**config.mk**
```make
export PLATFORM = sky130hd
export DESIGN_NAME = dcr_device_config
export DESIGN_NICKNAME = d
export VERILOG_FILES = /design/src/hdl/dcr_sync2.v /design/src/hdl/dcr_link_guard.v /design/src/hdl/dcr_device_config.v
export VERILOG_INCLUDE_DIRS = /design/src /design/src/hdl
export SDC_FILE = /design/constraint.sdc
export NUM_CORES = 1
export LEC_CHECK = 0
export ABC_CLOCK_PERIOD_IN_PS = 2570
export CORE_UTILIZATION = 45
export CTS_BUF_LIST = sky130_fd_sc_hd__clkbuf_4 sky130_fd_sc_hd__clkbuf_8
export CTS_CLUSTER_DIAMETER = 40
export DETAILED_ROUTE_END_ITERATION = 6
export DONT_BUFFER_PORTS = 1
export PLACE_DENSITY = 0.63
export SLEW_MARGIN = 20
export SYNTH_ARGS = -nofsm -noshare
export SYNTH_HDL_FRONTEND = slang
export SYNTH_HIERARCHICAL = 1
export SYNTH_SLANG_ARGS = --single-unit
```
**constraint.sdc**
```tcl
create_clock -name ref_clk -period 2.57 [get_ports ref_clk]
set_input_delay 0.257 -clock ref_clk [delete_from_list [all_inputs] [get_ports ref_clk]]
set_output_delay 0.257 -clock ref_clk [all_outputs]
set_load 0.02 [all_outputs]
```
**src/hdl/dcr_device_config_map.vh**
```
// Constants for the device configuration register block: offsets, fields,
// reset values and timing figures.
// Assumes the includer runs on a 125 MHz clock and a 16-bit register port.
`ifndef DCR_DEVICE_CONFIG_MAP_VH
`define DCR_DEVICE_CONFIG_MAP_VH

`define DCR_ADDR_W 4
`define DCR_OFS_SWITCH_STATE 4'h7
`define DCR_OFS_DEVICE_CONFIGURATION 4'h9

`define DCR_SWITCH_STATE_RESET 16'hfffc
`define DCR_DEVICE_CONFIGURATION_RESET 16'hf800
`define DCR_CFG_RSVD_ONES 5'h1f
`define DCR_SW_RSVD_ONES 14'h3fff
`define DCR_UNMAPPED_READ 16'h0000

`define DCR_F_SECOND_FB_HI 10
`define DCR_F_SECOND_FB_LO 9
`define DCR_F_FIRST_FB_HI 8
`define DCR_F_FIRST_FB_LO 7
`define DCR_F_PWM_STAGGER_DIS 6
`define DCR_F_AUTO_SLEEP_EN 5
`define DCR_F_PARALLEL 4
`define DCR_F_GUARD_EN 3
`define DCR_F_PERIOD_HI 2
`define DCR_F_PERIOD_LO 1

`define DCR_FB_PIN 2'h0
`define DCR_FB_HOLD 2'h1
`define DCR_FB_OFF 2'h2
`define DCR_FB_ON 2'h3

`define DCR_CLK_MHZ 125
`define DCR_T_STAGGER_US 100
`define DCR_T_WIN0_US 400
`define DCR_T_WIN1_MS 400
`define DCR_T_WIN2_MS 800
`define DCR_T_WIN3_MS 1200

`endif

```
**src/hdl/dcr_sync2.v**
```verilog
// Two-flop synchroniser for the two channel input pins.
// Assumes the pins are asynchronous to ref_clk and slow against it.
`timescale 1ns/1ps
module dcr_sync2
(
    ref_clk,
    rst_b,
    async_in,
    sync_q
);
    input wire ref_clk;
    input wire rst_b;
    input wire [1:0] async_in;
    output wire [1:0] sync_q;

    genvar g;
    generate
        for (g = 0; g < 2; g = g + 1)
        begin : g_bit
            reg meta_q;
            reg stable_q;
            always @(posedge ref_clk or negedge rst_b)
            begin
                if (!rst_b)
                begin
                    meta_q <= 1'b0;
                    stable_q <= 1'b0;
                end
                else
                begin
                    meta_q <= async_in[g];
                    stable_q <= meta_q;
                end
            end
            assign sync_q[g] = stable_q;
        end
    endgenerate
endmodule

```
**src/hdl/dcr_link_guard.v**
```verilog
// Serial-link timeout guard: counts cycles since the last valid command.
// Assumes valid_cmd is a one-cycle pulse from the command decoder on ref_clk.
`timescale 1ns/1ps
module dcr_link_guard
#(
    parameter [27:0] WIN0_CYC = 28'd50000,
    parameter [27:0] WIN1_CYC = 28'd50000000,
    parameter [27:0] WIN2_CYC = 28'd100000000,
    parameter [27:0] WIN3_CYC = 28'd150000000
)
(
    ref_clk,
    rst_b,
    enable,
    period_sel,
    valid_cmd,
    expired_q
);
    input wire ref_clk;
    input wire rst_b;
    input wire enable;
    input wire [1:0] period_sel;
    input wire valid_cmd;
    output reg expired_q;

    reg [27:0] cnt_q;
    reg [1:0] sel_q;
    reg [27:0] limit;
    wire restart;
    wire hit;

    always @*
    begin
        case (period_sel)
            2'h0: limit = WIN0_CYC;
            2'h1: limit = WIN1_CYC;
            2'h2: limit = WIN2_CYC;
            2'h3: limit = WIN3_CYC;
            default: limit = WIN0_CYC;
        endcase
    end

    // A new period selection starts a fresh window, so a shorter window
    // picked late cannot fire on time already spent under the old one.
    assign restart = valid_cmd || !enable || (sel_q != period_sel);
    assign hit = enable && (sel_q == period_sel) &&
        (cnt_q >= limit - 28'd1);

    always @(posedge ref_clk or negedge rst_b)
    begin
        if (!rst_b)
        begin
            cnt_q <= 28'h0000000;
            sel_q <= 2'h0;
            expired_q <= 1'b0;
        end
        else
        begin
            sel_q <= period_sel;
            if (restart || hit)
                cnt_q <= 28'h0000000;
            else
                cnt_q <= cnt_q + 28'd1;
            // Expiry beats a clearing command in the same cycle.
            if (hit)
                expired_q <= 1'b1;
            else if (valid_cmd || !enable)
                expired_q <= 1'b0;
        end
    end
endmodule

```
**src/hdl/dcr_device_config.v**
```verilog
// Device configuration and switch-state registers with the logic they steer:
// fallback output selection, PWM start stagger, sleep entry gate, parallel
// mode and the serial-link timeout guard.
// Assumes an SPI frame decoder on ref_clk presents a 16-bit register port
// with one-cycle read and write strobes and a valid-command pulse.
`timescale 1ns/1ps
`include "dcr_device_config_map.vh"
module dcr_device_config
#(
    parameter HAS_FALLBACK = 1,
    parameter [13:0] STAGGER_CYC = `DCR_T_STAGGER_US * `DCR_CLK_MHZ,
    parameter [27:0] WIN0_CYC = `DCR_T_WIN0_US * `DCR_CLK_MHZ,
    parameter [27:0] WIN1_CYC = `DCR_T_WIN1_MS * 1000 * `DCR_CLK_MHZ,
    parameter [27:0] WIN2_CYC = `DCR_T_WIN2_MS * 1000 * `DCR_CLK_MHZ,
    parameter [27:0] WIN3_CYC = `DCR_T_WIN3_MS * 1000 * `DCR_CLK_MHZ
)
(
    ref_clk,
    rst_b,
    reg_addr,
    reg_wdata,
    reg_wr,
    reg_rd,
    reg_rdata_q,
    reg_rvalid_q,
    valid_cmd,
    channel_input_pin,
    fallback_state,
    sleep_conditions_met,
    pwm_in,
    channel_on_q,
    pwm_out_q,
    automatic_sleep_state_q,
    parallel_mode_q,
    parallel_write_refused_q,
    link_timeout_q
);
    input wire ref_clk;
    input wire rst_b;
    input wire [3:0] reg_addr;
    input wire [15:0] reg_wdata;
    input wire reg_wr;
    input wire reg_rd;
    output reg [15:0] reg_rdata_q;
    output reg reg_rvalid_q;
    input wire valid_cmd;
    input wire [1:0] channel_input_pin;
    input wire fallback_state;
    input wire sleep_conditions_met;
    input wire [1:0] pwm_in;
    output reg [1:0] channel_on_q;
    output reg [1:0] pwm_out_q;
    output reg automatic_sleep_state_q;
    output reg parallel_mode_q;
    output reg parallel_write_refused_q;
    output wire link_timeout_q;

    // Configuration bits 10 down to 1 are stored; bit 0 is not part of
    // this block and reads as zero.
    reg [10:1] cfg_q;
    reg [10:1] cfg_d;
    reg [1:0] switch_state_register_q;
    reg [1:0] frozen_q;
    reg fallback_q;
    reg stagger_armed_q;
    reg stagger_busy_q;
    reg [13:0] stagger_cnt_q;
    reg [15:0] rdata_d;
    wire [1:0] chan_d;
    localparam [15:0] CFG_RESET = `DCR_DEVICE_CONFIGURATION_RESET;

    wire wr_cfg;
    wire wr_sw;
    wire both_off;
    wire fallback_entry;
    wire [1:0] pin_sync;
    wire [1:0] second_channel_fallback_select;
    wire [1:0] first_channel_fallback_select;
    wire pwm_stagger_disable;
    wire automatic_sleep_entry_enable;
    wire link_timeout_guard_enable;
    wire [1:0] link_timeout_period_select;
    wire second_rise;

    assign wr_cfg = reg_wr && (reg_addr == `DCR_OFS_DEVICE_CONFIGURATION);
    assign wr_sw = reg_wr && (reg_addr == `DCR_OFS_SWITCH_STATE);
    assign both_off = (switch_state_register_q == 2'h0);

    assign second_channel_fallback_select =
        cfg_q[`DCR_F_SECOND_FB_HI:`DCR_F_SECOND_FB_LO];
    assign first_channel_fallback_select =
        cfg_q[`DCR_F_FIRST_FB_HI:`DCR_F_FIRST_FB_LO];
    assign pwm_stagger_disable = cfg_q[`DCR_F_PWM_STAGGER_DIS];
    assign automatic_sleep_entry_enable = cfg_q[`DCR_F_AUTO_SLEEP_EN];
    assign link_timeout_guard_enable = cfg_q[`DCR_F_GUARD_EN];
    assign link_timeout_period_select =
        cfg_q[`DCR_F_PERIOD_HI:`DCR_F_PERIOD_LO];

    dcr_sync2 u_pin_sync
    (
        .ref_clk(ref_clk),
        .rst_b(rst_b),
        .async_in(channel_input_pin),
        .sync_q(pin_sync)
    );

    dcr_link_guard
    #(
        .WIN0_CYC(WIN0_CYC),
        .WIN1_CYC(WIN1_CYC),
        .WIN2_CYC(WIN2_CYC),
        .WIN3_CYC(WIN3_CYC)
    )
    u_guard
    (
        .ref_clk(ref_clk),
        .rst_b(rst_b),
        .enable(link_timeout_guard_enable),
        .period_sel(link_timeout_period_select),
        .valid_cmd(valid_cmd),
        .expired_q(link_timeout_q)
    );

    // Next configuration value; the parallel bit keeps its old value when
    // either channel is switched on, so a load is never re-paired live.
    always @*
    begin
        cfg_d = cfg_q;
        if (wr_cfg)
        begin
            cfg_d[10:5] = reg_wdata[10:5];
            cfg_d[3:1] = reg_wdata[3:1];
            if (both_off)
                cfg_d[`DCR_F_PARALLEL] = reg_wdata[`DCR_F_PARALLEL];
        end
    end

    always @(posedge ref_clk or negedge rst_b)
    begin
        if (!rst_b)
        begin
            cfg_q <= CFG_RESET[10:1];
            switch_state_register_q <= 2'h0;
            parallel_write_refused_q <= 1'b0;
            parallel_mode_q <= 1'b0;
        end
        else
        begin
            cfg_q <= cfg_d;
            if (wr_sw)
                switch_state_register_q <= reg_wdata[1:0];
            // Pulse for a refused attempt to change the parallel bit.
            parallel_write_refused_q <= wr_cfg && !both_off &&
                (reg_wdata[`DCR_F_PARALLEL] != cfg_q[`DCR_F_PARALLEL]);
            parallel_mode_q <= cfg_d[`DCR_F_PARALLEL];
        end
    end

    // Read port: reserved bits are forced high regardless of what was
    // written, and unmapped offsets answer with all zeros.
    always @*
    begin
        case (reg_addr)
            `DCR_OFS_DEVICE_CONFIGURATION:
                rdata_d = {`DCR_CFG_RSVD_ONES, cfg_q[10:1], 1'b0};
            `DCR_OFS_SWITCH_STATE:
                rdata_d = {`DCR_SW_RSVD_ONES, switch_state_register_q};
            default:
                rdata_d = `DCR_UNMAPPED_READ;
        endcase
    end

    always @(posedge ref_clk or negedge rst_b)
    begin
        if (!rst_b)
        begin
            reg_rdata_q <= 16'h0000;
            reg_rvalid_q <= 1'b0;
        end
        else
        begin
            reg_rvalid_q <= reg_rd;
            if (reg_rd)
                reg_rdata_q <= rdata_d;
        end
    end

    // Fallback tracking: the switch bits are captured on the cycle the
    // fallback state is entered.
    assign fallback_entry = fallback_state && !fallback_q;

    always @(posedge ref_clk or negedge rst_b)
    begin
        if (!rst_b)
        begin
            fallback_q <= 1'b0;
            frozen_q <= 2'h0;
        end
        else
        begin
            fallback_q <= fallback_state;
            if (fallback_entry)
                frozen_q <= switch_state_register_q;
        end
    end

    genvar g;
    generate
        for (g = 0; g < 2; g = g + 1)
        begin : g_chan
            wire [1:0] sel;
            wire held;
            reg out_d;
            assign sel = (g == 0) ? first_channel_fallback_select :
                second_channel_fallback_select;
            // On the entry cycle the capture is not yet visible in
            // frozen_q, so the live switch bit stands in for it.
            assign held = fallback_entry ? switch_state_register_q[g] :
                frozen_q[g];
            always @*
            begin
                out_d = switch_state_register_q[g];
                if (HAS_FALLBACK != 0 && fallback_state)
                begin
                    case (sel)
                        `DCR_FB_PIN: out_d = pin_sync[g];
                        `DCR_FB_HOLD: out_d = held;
                        `DCR_FB_OFF: out_d = 1'b0;
                        `DCR_FB_ON: out_d = 1'b1;
                        default: out_d = 1'b0;
                    endcase
                end
            end
            assign chan_d[g] = out_d;
        end
    endgenerate

    always @(posedge ref_clk or negedge rst_b)
    begin
        if (!rst_b)
            channel_on_q <= 2'h0;
        else
            channel_on_q <= chan_d;
    end

    // PWM stagger: while both PWM inputs are idle the stagger is armed, and
    // the next rising edge of the second channel is held back by the
    // stagger time. Later edges pass through, so the offset is kept
    // without stretching every pulse.
    assign second_rise = pwm_in[1] && !pwm_out_q[1] && !stagger_busy_q;

    always @(posedge ref_clk or negedge rst_b)
    begin
        if (!rst_b)
        begin
            pwm_out_q <= 2'h0;
            stagger_armed_q <= 1'b1;
            stagger_busy_q <= 1'b0;
            stagger_cnt_q <= 14'h0000;
        end
        else
        begin
            pwm_out_q[0] <= pwm_in[0];
            if (pwm_in == 2'h0 && !stagger_busy_q)
                stagger_armed_q <= 1'b1;
            if (stagger_busy_q)
            begin
                if (!pwm_in[1] || pwm_stagger_disable)
                begin
                    stagger_busy_q <= 1'b0;
                    pwm_out_q[1] <= pwm_in[1];
                end
                else if (stagger_cnt_q >= STAGGER_CYC - 14'd1)
                begin
                    stagger_busy_q <= 1'b0;
                    pwm_out_q[1] <= 1'b1;
                end
                else
                    stagger_cnt_q <= stagger_cnt_q + 14'd1;
            end
            else if (second_rise && stagger_armed_q && !pwm_stagger_disable)
            begin
                stagger_armed_q <= 1'b0;
                stagger_busy_q <= 1'b1;
                // Counting from zero makes the hold exactly STAGGER_CYC
                // cycles longer than the undelayed one-cycle path.
                stagger_cnt_q <= 14'h0000;
            end
            else
            begin
                if (second_rise)
                    stagger_armed_q <= 1'b0;
                pwm_out_q[1] <= pwm_in[1];
            end
        end
    end

    // Sleep entry request is only a gate; the sleep sequencer owns the
    // actual state change and the conditions behind it.
    always @(posedge ref_clk or negedge rst_b)
    begin
        if (!rst_b)
            automatic_sleep_state_q <= 1'b0;
        else
            automatic_sleep_state_q <= automatic_sleep_entry_enable &&
                sleep_conditions_met;
    end
endmodule

```
======== After elaboration in Yosys (flattened, before gate mapping) ========
Index checks and enable logic that the tools add are counted.
word-level totals
  output and inout bits ................... 25
  register bits after elaboration ......... 89
operators by class
  muxes and demuxes ....................... 27
  add/subtract/negate cells ............... 3
  reductions and logical operators ........ 34
  $lt $le $gt $ge ......................... 2
  equality and inequality tests ........... 18
operators by type and width
  cell                                                 number
  case mux 28 bit (4 select lines)                     1
  2-to-1 mux 14 bit                                    4
  case mux 16 bit (2 select lines)                     1
  adder 28 x 1 -> 28 bit, second input constant        1
  >= comparator 28 bit                                 1
  2-to-1 mux 28 bit                                    1
  subtractor 28 x 1 -> 28 bit, second input constant   1
  2-to-1 mux 1 bit                                     18
  adder 14 x 1 -> 14 bit, second input constant        1
  >= comparator 14 bit, second input constant          1
  logical AND 1 bit                                    13
  equality test 2 bit, second input constant           6
  logical NOT 2 bit                                    5
  case mux 1 bit (4 select lines)                      2
  logical NOT 1 bit                                    7
  equality test 2 x 1 -> 1 bit, second input constant  3
  != test 2 bit, second input constant                 3
  equality test 4 x 3 -> 1 bit, second input constant  1
  equality test 4 bit, second input constant           1
  logical OR 1 bit                                     4
  AND reduction 2 bit                                  2
  nonzero test 2 bit                                   2
  != test 3 x 1 -> 1 bit, second input constant        1
  AND reduction 3 bit                                  1
  other kinds (3)                                      3

======== Depth between registers and ports, before layout ========
Gate-level depths: netlist of the first run.
  depth in word-level cells ............... 7
  depth in mapped cells ................... 10
  mapped depth without buffers ............ 9

======== Cells and area by module ========
The synthesis of the first run kept the hierarchy.
by module, submodules not included
  module             cells each  times used  area an instance (um^2)
  dcr_device_config  214         1           2219.6
  dcr_link_guard     216         1           2014.4
  dcr_sync2          6           1           115.1

======== Least setup slack after synthesis of the first run ========
No wires, ideal clock.
  kind .................................... flip-flop to flip-flop
  start ................................... register cfg_q[1] (netlist bit)
  end ..................................... register u_guard.cnt_q[10]
  stages on the path, launching flop included .. 10
  period minus slack after synthesis ...... 2429 ps
  arrival time ............................ 2356 ps
  path slack .............................. 141 ps
  cells stage by stage .................... dfrtp_1 -> inv_1 -> ha_1 -> ha_1 -> a21oi_1 -> o21ai_0 -> a221oi_1 -> nand4_1 -> clkbuf_1 -> nor2_1
on the way
  word-level cells in the longest chain between the ends .. 7
  elaborated cells on any way between the ends .. 14
RTL lines
  item                                         line                     RTL
  start, declared                              dcr_device_config.v:60   reg [10:1] cfg_q;
  start signal, assigned                       dcr_device_config.v:142  cfg_q <= CFG_RESET[10:1];
  start signal, assigned                       dcr_device_config.v:149  cfg_q <= cfg_d;
  equality test 2 bit (tied with other cells)  dcr_link_guard.v:34      case (period_sel)
  case mux 28 bit (4 select lines)             dcr_link_guard.v:34
  subtractor 28 x 1 -> 28 bit                  dcr_link_guard.v:47      (cnt_q >= limit - 28'd1);
  >= comparator 28 bit                         dcr_link_guard.v:47
  logical AND 1 bit                            dcr_link_guard.v:46      assign hit = enable && (sel_q == period_sel) &&
  logical OR 1 bit *                           dcr_link_guard.v:60      if (restart || hit)
  2-to-1 mux 28 bit *                          dcr_link_guard.v:60
  end signal, assigned                         dcr_link_guard.v:63      cnt_q <= cnt_q + 28'd1;
  end, declared                                dcr_link_guard.v:26      reg [27:0] cnt_q;
Mark *: on every way between the ends. The rest lies on a longest branch, timed or not. The select of a mux whose other input is x is not followed.
A chain may end at the register's enable or synchronous reset.

======== Worst setup path after layout of the first run ========
  start ................................... register cfg_q[1] (netlist bit)
  end ..................................... register u_guard.cnt_q[4]
The elaborated chain is that of the path after synthesis.

==> results of run 1 <==
[how the worst min path moves through the flow]
stage          cells after the start                       to            startpoint  slack [ps]
2_1_floorplan                      0  automatic_sleep_state_q                 rst_b         -40
3_3_place_gp                       0        u_guard/cnt_q[20]                 rst_b         -30
3_5_place_dp                       0        u_guard/cnt_q[20]                 rst_b         -40
4_1_cts                            1                 cfg_q[4]          reg_wdata[4]          40
5_1_grt                            1                 cfg_q[4]          reg_wdata[4]          30
6_report                           1  automatic_sleep_state_q  sleep_conditions_met          50
[per-stage QoR]
stage          area [sq um]  power (mW)  cells  setup slack [ps]  hold slack (ps)
6_report               4751       2.996    577             238.4            50.02
5_1_grt                4751       3.194    577             50.22            26.95
4_1_cts                4728       3.030    577             91.11            35.44
3_5_place_dp           4447       2.103    553             112.3           -35.22
3_3_place_gp           4447       2.082    553             240.7           -34.98
2_1_floorplan          4349       1.984    436             141.5           -38.59
[placed cells by master (no fill, tap or decap), drive strengths merged, types with 6 or more instances in the layout]
| master | instances |
|---|---|
| nand3 | 17 |
| dfrtp | 84 |
| a21oi | 33 |
| dlygate4sd3 | 7 |
| o21ai | 19 |
| nor3 | 15 |
| a31oi | 6 |
| nand4 | 8 |
| mux2 | 16 |
| nand2 | 35 |
| nor2 | 61 |
| ha | 27 |
| clkbuf | 10 |
| inv | 18 |
| buf | 8 |
| xnor2 | 24 |
[layout make-up]
cell class              count  area (sq um)  share of cell area (%)
flip-flops and latches     85          2128                   44.80
multi-input cells         315          2059                   43.35
well taps                 129         161.4                   3.397
repair buffers             15         153.9                   3.239
clock buffers              10         137.6                   2.897
inverters                  17         63.81                   1.343
clock inverters             6         46.29                  0.9745
[logic make-up after synthesis]
logic type / after synthesis / synth area share (%)
adder cells (fa/ha/maj): 27 / 7.767
buffers and inverters: 36 / 4.286
flip-flops: 85 / 48.94
multiplexers: 16 / 4.143
AND/OR/NAND/NOR: 166 / 18.67
AO/OA/AOI/OAI: 77 / 10.36
XOR/XNOR: 29 / 5.840
[timing repair]
item | in CTS | in global routing
endpoints found under the setup margin | 0 | 28
hold endpoints to repair | 104 | 0
gates resized for setup | 0 | 5
hold buffers | 8 | 0
[state kept, by name, indices dropped and copies added (netlist names)]
name                       cells
parallel_write_refused_q       1
stagger_busy_q                 1
u_guard/cnt_q                 28
cfg_q                         10
stagger_cnt_q                 14
stagger_armed_q                1
fallback_q                     1
reg_rvalid_q                   1
switch_state_register_q        2
u_pin_sync/g_bit.stable_q      2
u_guard/sel_q                  2
reg_rdata_q                   12
u_guard/expired_q              1
u_pin_sync/g_bit.meta_q        2
automatic_sleep_state_q        1
pwm_out_q                      2
frozen_q                       2
channel_on_q                   2
[power breakdown]
part	leakage (nW)	internal (mW)	switching, mW
Clock	0.0889	0.383	0.491
Combinational	0.797	0.231	0.269
Sequential	1.11	1.46	0.160
Total	2.00	2.08	0.919
[critical path, stage by stage, from the launching register on]
cell and delay (ps):
dfrtp_1 380, buf_4 160, ha_1 190, inv_1 110, ha_1 260, a211oi_1 260
nor2_1 90, o31ai_2 300, nand4_1 190, buf_6 210, nor2b_1 120
[layer usage]
layer / GRT usage [%] / part of all wire, %
met1: 24.15 / 49
met3: 3.691 / 2.3
met2: 28.35 / 49
met4: 4.794 / 0.56
met5: 0 / 0
[synth_stat cells (3+ instances only)]
master	number
clkbuf_1	6
a31oi_1	6
xor2_1	5
nor4_1	4
o31ai_1	5
o21ai_0	19
nor2b_1	3
nor2_1	60
nand4_1	8
xnor2_1	24
and3_1	5
buf_4	9
ha_1	27
mux2_2	16
nand3_1	17
and4_1	3
a21oi_1	32
nand2_1	35
dfrtp_1	84
a211oi_1	3
nor3_1	14
inv_1	17
and2_1	4
==> flow_summary.json, run 1 <==
{
  "status": "completed",
  "path_max_fanout": 18,
  "ys_seq_area_share_pct": 48.94,
  "relSlewSlack_pct": 40.19,
  "core.rowCount": 35,
  "synth_warnings": 6,
  "maxCapViolations": 0,
  "die_y_um": 100.3,
  "synth.avg_cell_area_sq_um": 9.975,
  "via_count": 3076,
  "fin_skew_ps": 13.76,
  "ys_async_sr_fraction_pct": 100.0,
  "required_ps": 2840,
  "htreeDepth": 3,
  "drcViolationCount": 0,
  "clk_latency_ps": 350,
  "fin_nets": 501,
  "fin_crit_ps": 2332,
  "synth_largest_area_cell": "dfrtp_1",
  "synth_area_sq_mm": 0.004349,
  "reg2reg_slack_ps": 240,
  "crit_path_start": "cfg_q[1]",
  "ios": 56,
  "grt.total_usage_pct": 17.62,
  "gp_congestion": 0.7920,
  "start_util_pct": 46.85,
  "clkTransAtPathRegs_ps": 90,
  "setup.worst_path.end": "u_guard/cnt_q[4]",
  "drt-initial-drc-count": 110,
  "firstDrtPassIters": 5,
  "syn2layout_area_growth_pct": 9.235,
  "synthCells": 436,
  "cts_tree": "built",
  "period_share_pct": 90.72,
  "ir_drop_uv": 425.7,
  "setup_viol": 0,
  "core_sq_mm": 0.009284,
  "placement.io_buffers": 0,
  "diodes": 0,
  "arrival_ps": 2610,
  "reg2reg_depth": 10,
  "ys.flop_type": "dfrtp_1",
  "clock-root-buffer": "clkbuf_8",
  "die_w_um": 100.3,
  "ant_nets": 0,
  "r2r_end": "u_guard/cnt_q[4]",
  "rsz0062_at_grt": "no",
  "ctsLongestPathBuffers": 2,
  "synth-seq-cells": 85,
  "overflow": 0,
  "hold_violations": 0,
  "fin_setup_tns_ps": 0,
  "min_path_type": "in -> reg",
  "cts_setup_buffers": 0,
  "syn_nets": 494,
  "synth_cell_type_count": 48,
  "routed_wl_mm": 8.197,
  "startpoint_type": "register",
  "final_util_pct": 51.17,
  "max_freq_ghz": 0.4289,
  "slew_viol_final": 0,
  "wl_per_cell_um": 14.21,
  "vias_per_cell": 5.331,
  "reg2reg_from": "cfg_q[1]",
  "max_slew.worst_pin.slew_ps": 897.2,
  "antenna_found_initial": 0,
  "worstSetupEndpointType": "register",
  "crit_type": "reg -> reg",
  "clock_sinks": 85,
  "dpl.hpwl_mm": 5.707,
  "drive_above_1_share_pct": 11.83,
  "p_leak_nw": 2.000,
  "numCtsBuffers": 9,
  "powerDensity_mw_per_mm2": 630.6,
  "die-area_sq_mm": 0.01006,
  "grt_pass1_wl_mm": 14.14,
  "netlist.area_leader.share_pct": 48.33,
  "grt_pass1_vias": 3008,
  "fillers": 864,
  "synth_edf_count": 0,
  "synthTopCellsByArea": "dfrtp_1, ha_1, nor2_1, xnor2_1, mux2_2",
  "grt_start_max_net_pins": 86
}
Power figures use the tool's default switching activity.
==> inputs of run 2 (changes only) <==
--- a/config.mk
+++ b/config.mk
@@ -6,13 +6,13 @@
 export SDC_FILE = /design/constraint.sdc
 export NUM_CORES = 1
 export LEC_CHECK = 0
-export ABC_CLOCK_PERIOD_IN_PS = 2570
-export CORE_UTILIZATION = 45
+export ABC_CLOCK_PERIOD_IN_PS = 2700
+export CORE_UTILIZATION = 55
 export CTS_BUF_LIST = sky130_fd_sc_hd__clkbuf_4 sky130_fd_sc_hd__clkbuf_8
 export CTS_CLUSTER_DIAMETER = 40
 export DETAILED_ROUTE_END_ITERATION = 6
 export DONT_BUFFER_PORTS = 1
-export PLACE_DENSITY = 0.63
+export PLACE_DENSITY = 0.71
 export SLEW_MARGIN = 20
 export SYNTH_ARGS = -nofsm -noshare
 export SYNTH_HDL_FRONTEND = slang
==> constraint.sdc (replaced) <==
create_clock -name ref_clk -period 2.7 [get_ports ref_clk]
set_input_delay 0.27 -clock ref_clk [delete_from_list [all_inputs] [get_ports ref_clk]]
set_output_delay 0.27 -clock ref_clk [all_outputs]
set_load 0.02 [all_outputs]
==> run 2 against run 1 <==
Compared with the run above: register-to-register slack better by 50 ps; clock skew is 3.4 ps lower; power is 3.2% lower; design area is 1.1% lower; maximum frequency is 3.5% lower; sequential cell count stayed put; first-iteration DRC count is 4.5% lower; sequential share of layout area is 0.48 points higher; non-clock buffer count is 3 lower; die area is 18% lower; largest power group unchanged.
==> flow_summary.json, run 2 (synthesis gave the netlist of run 1 again) <==
{
  "startpoint_type": "register",
  "status": "completed",
  "setup_viol": 0,
  "ios": 56,
  "die_y_um": 90.93,
  "multiInputGateArea_sq_mm": 0.002041,
  "drive_above_1_share_pct": 10.34,
  "reg2reg_depth": 9,
  "fin_skew_ps": 10.37,
  "diodes": 0,
  "die-area_sq_mm": 0.008267,
  "p_int_mw": 1.972,
  "path_max_fanout": 28,
  "ir_drop_uv": 333.5,
  "final_util_pct": 61.15,
  "top_register": "u_guard/cnt_q",
  "ant_nets": 0,
  "dpl.hpwl_mm": 5.585,
  "clock-root-buffer": "clkbuf_8",
  "crit_type": "reg -> reg",
  "cp_slowest_cell": "dfrtp_1",
  "hp-start": "pwm_in[1]",
  "drcViolationCount": 0,
  "rsz0062_at_grt": "no",
  "critPathTopFamily": "adder cells",
  "overflow": 0,
  "grt.total_usage_pct": 21.89,
  "clk_latency_ps": 360,
  "relSlewSlack_pct": 38.98,
  "grt_pass1_vias": 3108,
  "numCtsBuffers": 9,
  "routed_wl_mm": 8.153,
  "clkTransAtPathRegs_ps": 100,
  "crit_buf_inv": 2,
  "reg2reg_from": "cfg_q[1]",
  "maxCapViolations": 0,
  "start_util_pct": 56.58,
  "die_w_um": 90.93,
  "max_freq_ghz": 0.4139,
  "instances_no_fill": 547,
  "hold_violations": 0,
  "cp_common_cell": "ha_1",
  "clock_sinks": 85,
  "swShare_pct": 31.99,
  "post-route-cell-area_sq_mm": 0.004701,
  "syn2layout_area_growth_pct": 8.084,
  "mostFrequentLayoutCells": "dfrtp_1, nor2_1, nand2_1",
  "via_count": 3114,
  "core_sq_mm": 0.007687,
  "arrival_ps": 2710,
  "whs_endpoint": "pwm_out_q[1]",
  "power_frac_comb_pct": 16.2,
  "wl_per_cell_um": 14.90,
  "p_clk_share_pct": 30.5,
  "fin_nets": 498,
  "min_path_cells": 2,
  "p_switching_mw": 0.9273,
  "cts_setup_buffers": 0,
  "max_slew.worst_pin.slew_ps": 915.3,
  "p_leak_nw": 2.009,
  "worstSetupEndpointType": "register",
  "cts_tree": "built",
  "ctsLongestPathBuffers": 2,
  "drt-initial-drc-count": 105,
  "max_stage_delay_ps": 390,
  "final-seq-area_sq_mm": 0.002128,
  "top_regs": "u_guard/cnt_q (28), stagger_cnt_q (14), reg_rdata_q (12)",
  "dpl_cell_area_sq_mm": 0.004403,
  "required_ps": 2990,
  "htreeDepth": 3,
  "placement.io_buffers": 0,
  "grt_start_max_net_pins": 86,
  "grt_pass1_wl_mm": 14.38,
  "reg2reg_slack_ps": 280,
  "place_inst": 523,
  "fin_crit_ps": 2416,
  "slew_viol_final": 0,
  "gp_congestion": 0.8530,
  "min_path_type": "in -> reg",
  "cp_cell_sequence": "inv_1 -> ha_1 -> ha_1 -> a21oi_1 -> o21ai_0 -> a221oi_1 -> nand4_1 -> buf_12 -> nor2b_1",
  "powerDensity_mw_per_mm2": 616.7,
  "fin_setup_tns_ps": 0,
  "r2r_end": "u_guard/cnt_q[4]",
  "core.rowCount": 32,
  "fillers": 659,
  "antenna_found_initial": 0,
  "period_share_pct": 89.47,
  "seq_power_share_pct": 53.3,
  "largest_reg_flops": 28,
  "layout_commonest_cell": "dfrtp_1",
  "p_total_mw": 2.899,
  "vias_per_cell": 5.693,
  "firstDrtPassIters": 5,
  "ctsResizeCount": 0
}
[run 2: per-stage QoR]
step / setup slack, ps / hold slack [ps]
floorplan: 271.5 / -25.59
global placement: 325.6 / -22.51
detailed placement: 278.7 / -23.39
CTS: 257.3 / 8.391
global route: 24.40 / 12.94
finish: 284.2 / 20.04
[run 2: worst reg2reg max path, stage by stage, from the launching register on]
cell	delay (ps)
dfrtp_1	390
inv_1	150
ha_1	340
ha_1	310
a21oi_1	140
o21ai_0	100
a221oi_1	390
nand4_1	200
buf_12	210
nor2b_1	120
[run 2: worst max-delay path by stage]
| stage | start | end | slack, ps | cells after the start |
|---|---|---|---|---|
| 3_3_place_gp | cfg_q[1] | u_guard/cnt_q[5] | 330 | 10 |
| 2_1_floorplan | cfg_q[1] | u_guard/cnt_q[10] | 270 | 9 |
| 4_1_cts | cfg_q[1] | u_guard/cnt_q[18] | 260 | 10 |
| 6_report | cfg_q[1] | u_guard/cnt_q[4] | 280 | 9 |
| 5_1_grt | cfg_q[1] | u_guard/cnt_q[18] | 20 | 9 |
| 3_5_place_dp | cfg_q[1] | u_guard/cnt_q[18] | 280 | 10 |
[run 2: timing repair]
item,4_1_cts,5_1_grt
hold buffers,8,0
hold endpoints to repair,102,0
endpoints found under the setup margin,0,0
[run 2: layer usage]
metal | vias to the layer above | part of all wire (%) | track usage [%] | wire (um)
met4 | 0 | 1.3 | 7.540 | 103
met1 | 1545 | 46 | 28.00 | 3761
li1 | 1522 | - | - | -
met5 | - | 0 | 0 | 0
met2 | 37 | 50 | 37.12 | 4096
met3 | 10 | 2.3 | 4.377 | 191
[run 2: power by group through the flow]
stage	Sequential (mW)	Combinational [mW]	Clock [mW]
final	1.55	0.471	0.883
after global routing	1.57	0.546	0.955
after floorplan	1.53	0.356	0
after global placement	1.56	0.409	0
after CTS	1.55	0.477	0.911
after detailed placement	1.57	0.431	0
[run 2: area by class of cell]
type / count / share of cell area [%]
Sequential cell: 85 / 45.28
Tap cell: 102 / 2.715
Inverter: 17 / 1.357
Clock inverter: 7 / 1.624
Clock buffer: 9 / 2.635
Timing Repair Buffer: 12 / 2.981
Multi-Input combinational cell: 315 / 43.41
==> inputs of run 3 (changes only) <==
--- a/config.mk
+++ b/config.mk
@@ -7,6 +7,7 @@
 export NUM_CORES = 1
 export LEC_CHECK = 0
 export ABC_CLOCK_PERIOD_IN_PS = 2700
+export CORE_MARGIN = 2
 export CORE_UTILIZATION = 55
 export CTS_BUF_LIST = sky130_fd_sc_hd__clkbuf_4 sky130_fd_sc_hd__clkbuf_8
 export CTS_CLUSTER_DIAMETER = 40
==> run 3 against run 2 <==
Compared with the run above: clock power grew 16%; non-clock buffer count is the same; critical endpoint is now u_guard/cnt_q[12]; die area grew 4.4%.
==> flow_summary.json, run 3 (synthesis gave the netlist of run 1 again) <==
{
  "drive_above_1_share_pct": 10.56,
  "hold_slack_ps": 31.05,
  "place_inst": 523,
  "grt.total_usage_pct": 21.25,
  "fin_skew_ps": 8.282,
  "seq_power_share_pct": 50.9,
  "clk_latency_ps": 350,
  "status": "completed",
  "reg2reg_depth": 10,
  "fin_crit_ps": 2484,
  "die_y_um": 92.93,
  "powerDensity_mw_per_mm2": 643.0,
  "startpoint_type": "register",
  "firstDrtPassIters": 4,
  "min_path_cells": 1,
  "die_w_um": 92.93,
  "ctsLongestPathBuffers": 2,
  "fillers": 628,
  "clock_sinks": 85,
  "setup_viol": 0,
  "ir_drop_uv": 541.5,
  "core.rowCount": 32,
  "ios": 56,
  "largest_reg_flops": 28,
  "max_slew.worst_pin.slew_ps": 906.7,
  "top_register": "u_guard/cnt_q",
  "min_path_type": "in -> reg",
  "instances_no_fill": 547,
  "start_util_pct": 56.58,
  "period_share_pct": 92.01,
  "clkTransAtPathRegs_ps": 90,
  "layout_commonest_cell": "dfrtp_1",
  "syn2layout_area_growth_pct": 8.803,
  "cts_tree": "built",
  "antenna_found_initial": 0,
  "path_max_fanout": 28,
  "die-area_sq_mm": 0.008635,
  "fin_nets": 498,
  "crit_type": "reg -> reg",
  "relSlewSlack_pct": 39.55,
  "cts_setup_buffers": 0,
  "p_leak_nw": 2.018,
  "power_frac_comb_pct": 15.5,
  "p_switching_mw": 0.9002,
  "p_clk_share_pct": 33.6,
  "placement.io_buffers": 0,
  "dpl.hpwl_mm": 5.693,
  "htreeDepth": 3,
  "drt-initial-drc-count": 182,
  "clock-root-buffer": "clkbuf_8",
  "grt_pass1_wl_mm": 14.70,
  "arrival_ps": 2720,
  "slew_viol_final": 0,
  "multiInputGateArea_sq_mm": 0.002043,
  "rsz0062_at_grt": "no",
  "core_sq_mm": 0.007687,
  "mostFrequentLayoutCells": "dfrtp_1, nor2_1, nand2_1",
  "ant_nets": 0,
  "final-seq-area_sq_mm": 0.002128,
  "p_int_mw": 2.143,
  "wl_per_cell_um": 15.37,
  "maxCapViolations": 0,
  "vias_per_cell": 5.647,
  "hold_violations": 0,
  "overflow": 0,
  "via_count": 3089,
  "swShare_pct": 29.58,
  "fin_setup_tns_ps": 0,
  "max_freq_ghz": 0.4025,
  "diodes": 0,
  "worstSetupEndpointType": "register",
  "drcViolationCount": 0,
  "grt_start_max_net_pins": 86,
  "top_regs": "u_guard/cnt_q (28), stagger_cnt_q (14), reg_rdata_q (12)",
  "gp_congestion": 0.8171,
  "grt_pass1_vias": 3220,
  "required_ps": 2940,
  "routed_wl_mm": 8.405,
  "numCtsBuffers": 9
}
==> run 3: changes by cell type in the layout (fill, tap and decap cells not counted) <==
| cell | change |
|---|---|
| inv_8 | -2 |
| ha_1 | -1 |
| clkinv_4 | -2 |
| ha_2 | +1 |
| bufinv_16 | +2 |
| clkinvlp_4 | +1 |
| clkinv_8 | -1 |
| inv_6 | +2 |
==> run 3: metal layers <==
layer  share of wire [%]  vias to the layer above  global-route usage (%)
met4                 1.5                        0                   6.373
met3                 2.8                       15                   4.312
met5                   0                        -                       0
met1                  46                     1514                   28.70
met2                  50                       43                   34.78
li1                    -                     1517                       -
==> run 3: worst max-delay path, stage by stage (launching register included) <==
cell	delay [ps]
dfrtp_1	380
inv_1	150
ha_1	170
inv_1	90
ha_1	350
nand4_1	120
nor3_1	380
o2111ai_1	260
nand4_1	220
buf_12	190
nor2_1	60
==> run 3: worst paths after layout <==
| kind | startpoint | end | slack (ps) |
|---|---|---|---|
| worst min-delay path | reg_rd | reg_rdata_q[0] | 30 |
| worst max register to register | cfg_q[1] | u_guard/cnt_q[12] | 220 |
| min in group asynchronous | rst_b | u_guard/cnt_q[22] | 450 |
| worst max-delay path | cfg_q[1] | u_guard/cnt_q[12] | 220 |
| worst min register to register | u_pin_sync/g_bit[1].meta_q | u_pin_sync/g_bit[1].stable_q | 360 |
| max in group asynchronous | rst_b | stagger_armed_q | 1870 |
==> run 3: repair_timing <==
action | in CTS | in global routing
endpoints found under the setup margin | 0 | 1
endpoints found under the hold margin | 102 | 0
hold buffers | 8 | 0
resized for setup | 0 | 1
==> run 3: area by class of cell <==
cell class | count | share of cell area [%]
inverter | 17 | 1.348
timing repair buffer | 12 | 2.961
multi-input combinational | 315 | 43.18
clock inverter | 7 | 2.221
clock buffer | 9 | 2.618
tap | 102 | 2.697
sequential | 85 | 44.98
==> run 3: through the flow <==
stage	cell area, sq um	total power [mW]	setup WS (ps)	utilization (%)
after global placement	4403	1.973	329.9	57.28
after CTS	4730	3.072	223.3	61.52
final	4732	3.043	215.8	61.56
after global routing	4732	3.211	76.78	61.56
after floorplan	4349	1.889	271.5	-
after detailed placement	4403	2.001	256.3	57.28
==> run 3: power by group through the flow <==
| stage | Sequential (mW) | Clock (mW) | Combinational, mW |
|---|---|---|---|
| CTS | 1.55 | 1.05 | 0.476 |
| global placement | 1.56 | 0 | 0.408 |
| finish | 1.55 | 1.02 | 0.472 |
| detailed placement | 1.57 | 0 | 0.431 |
| global route | 1.56 | 1.10 | 0.543 |
| floorplan | 1.53 | 0 | 0.356 |
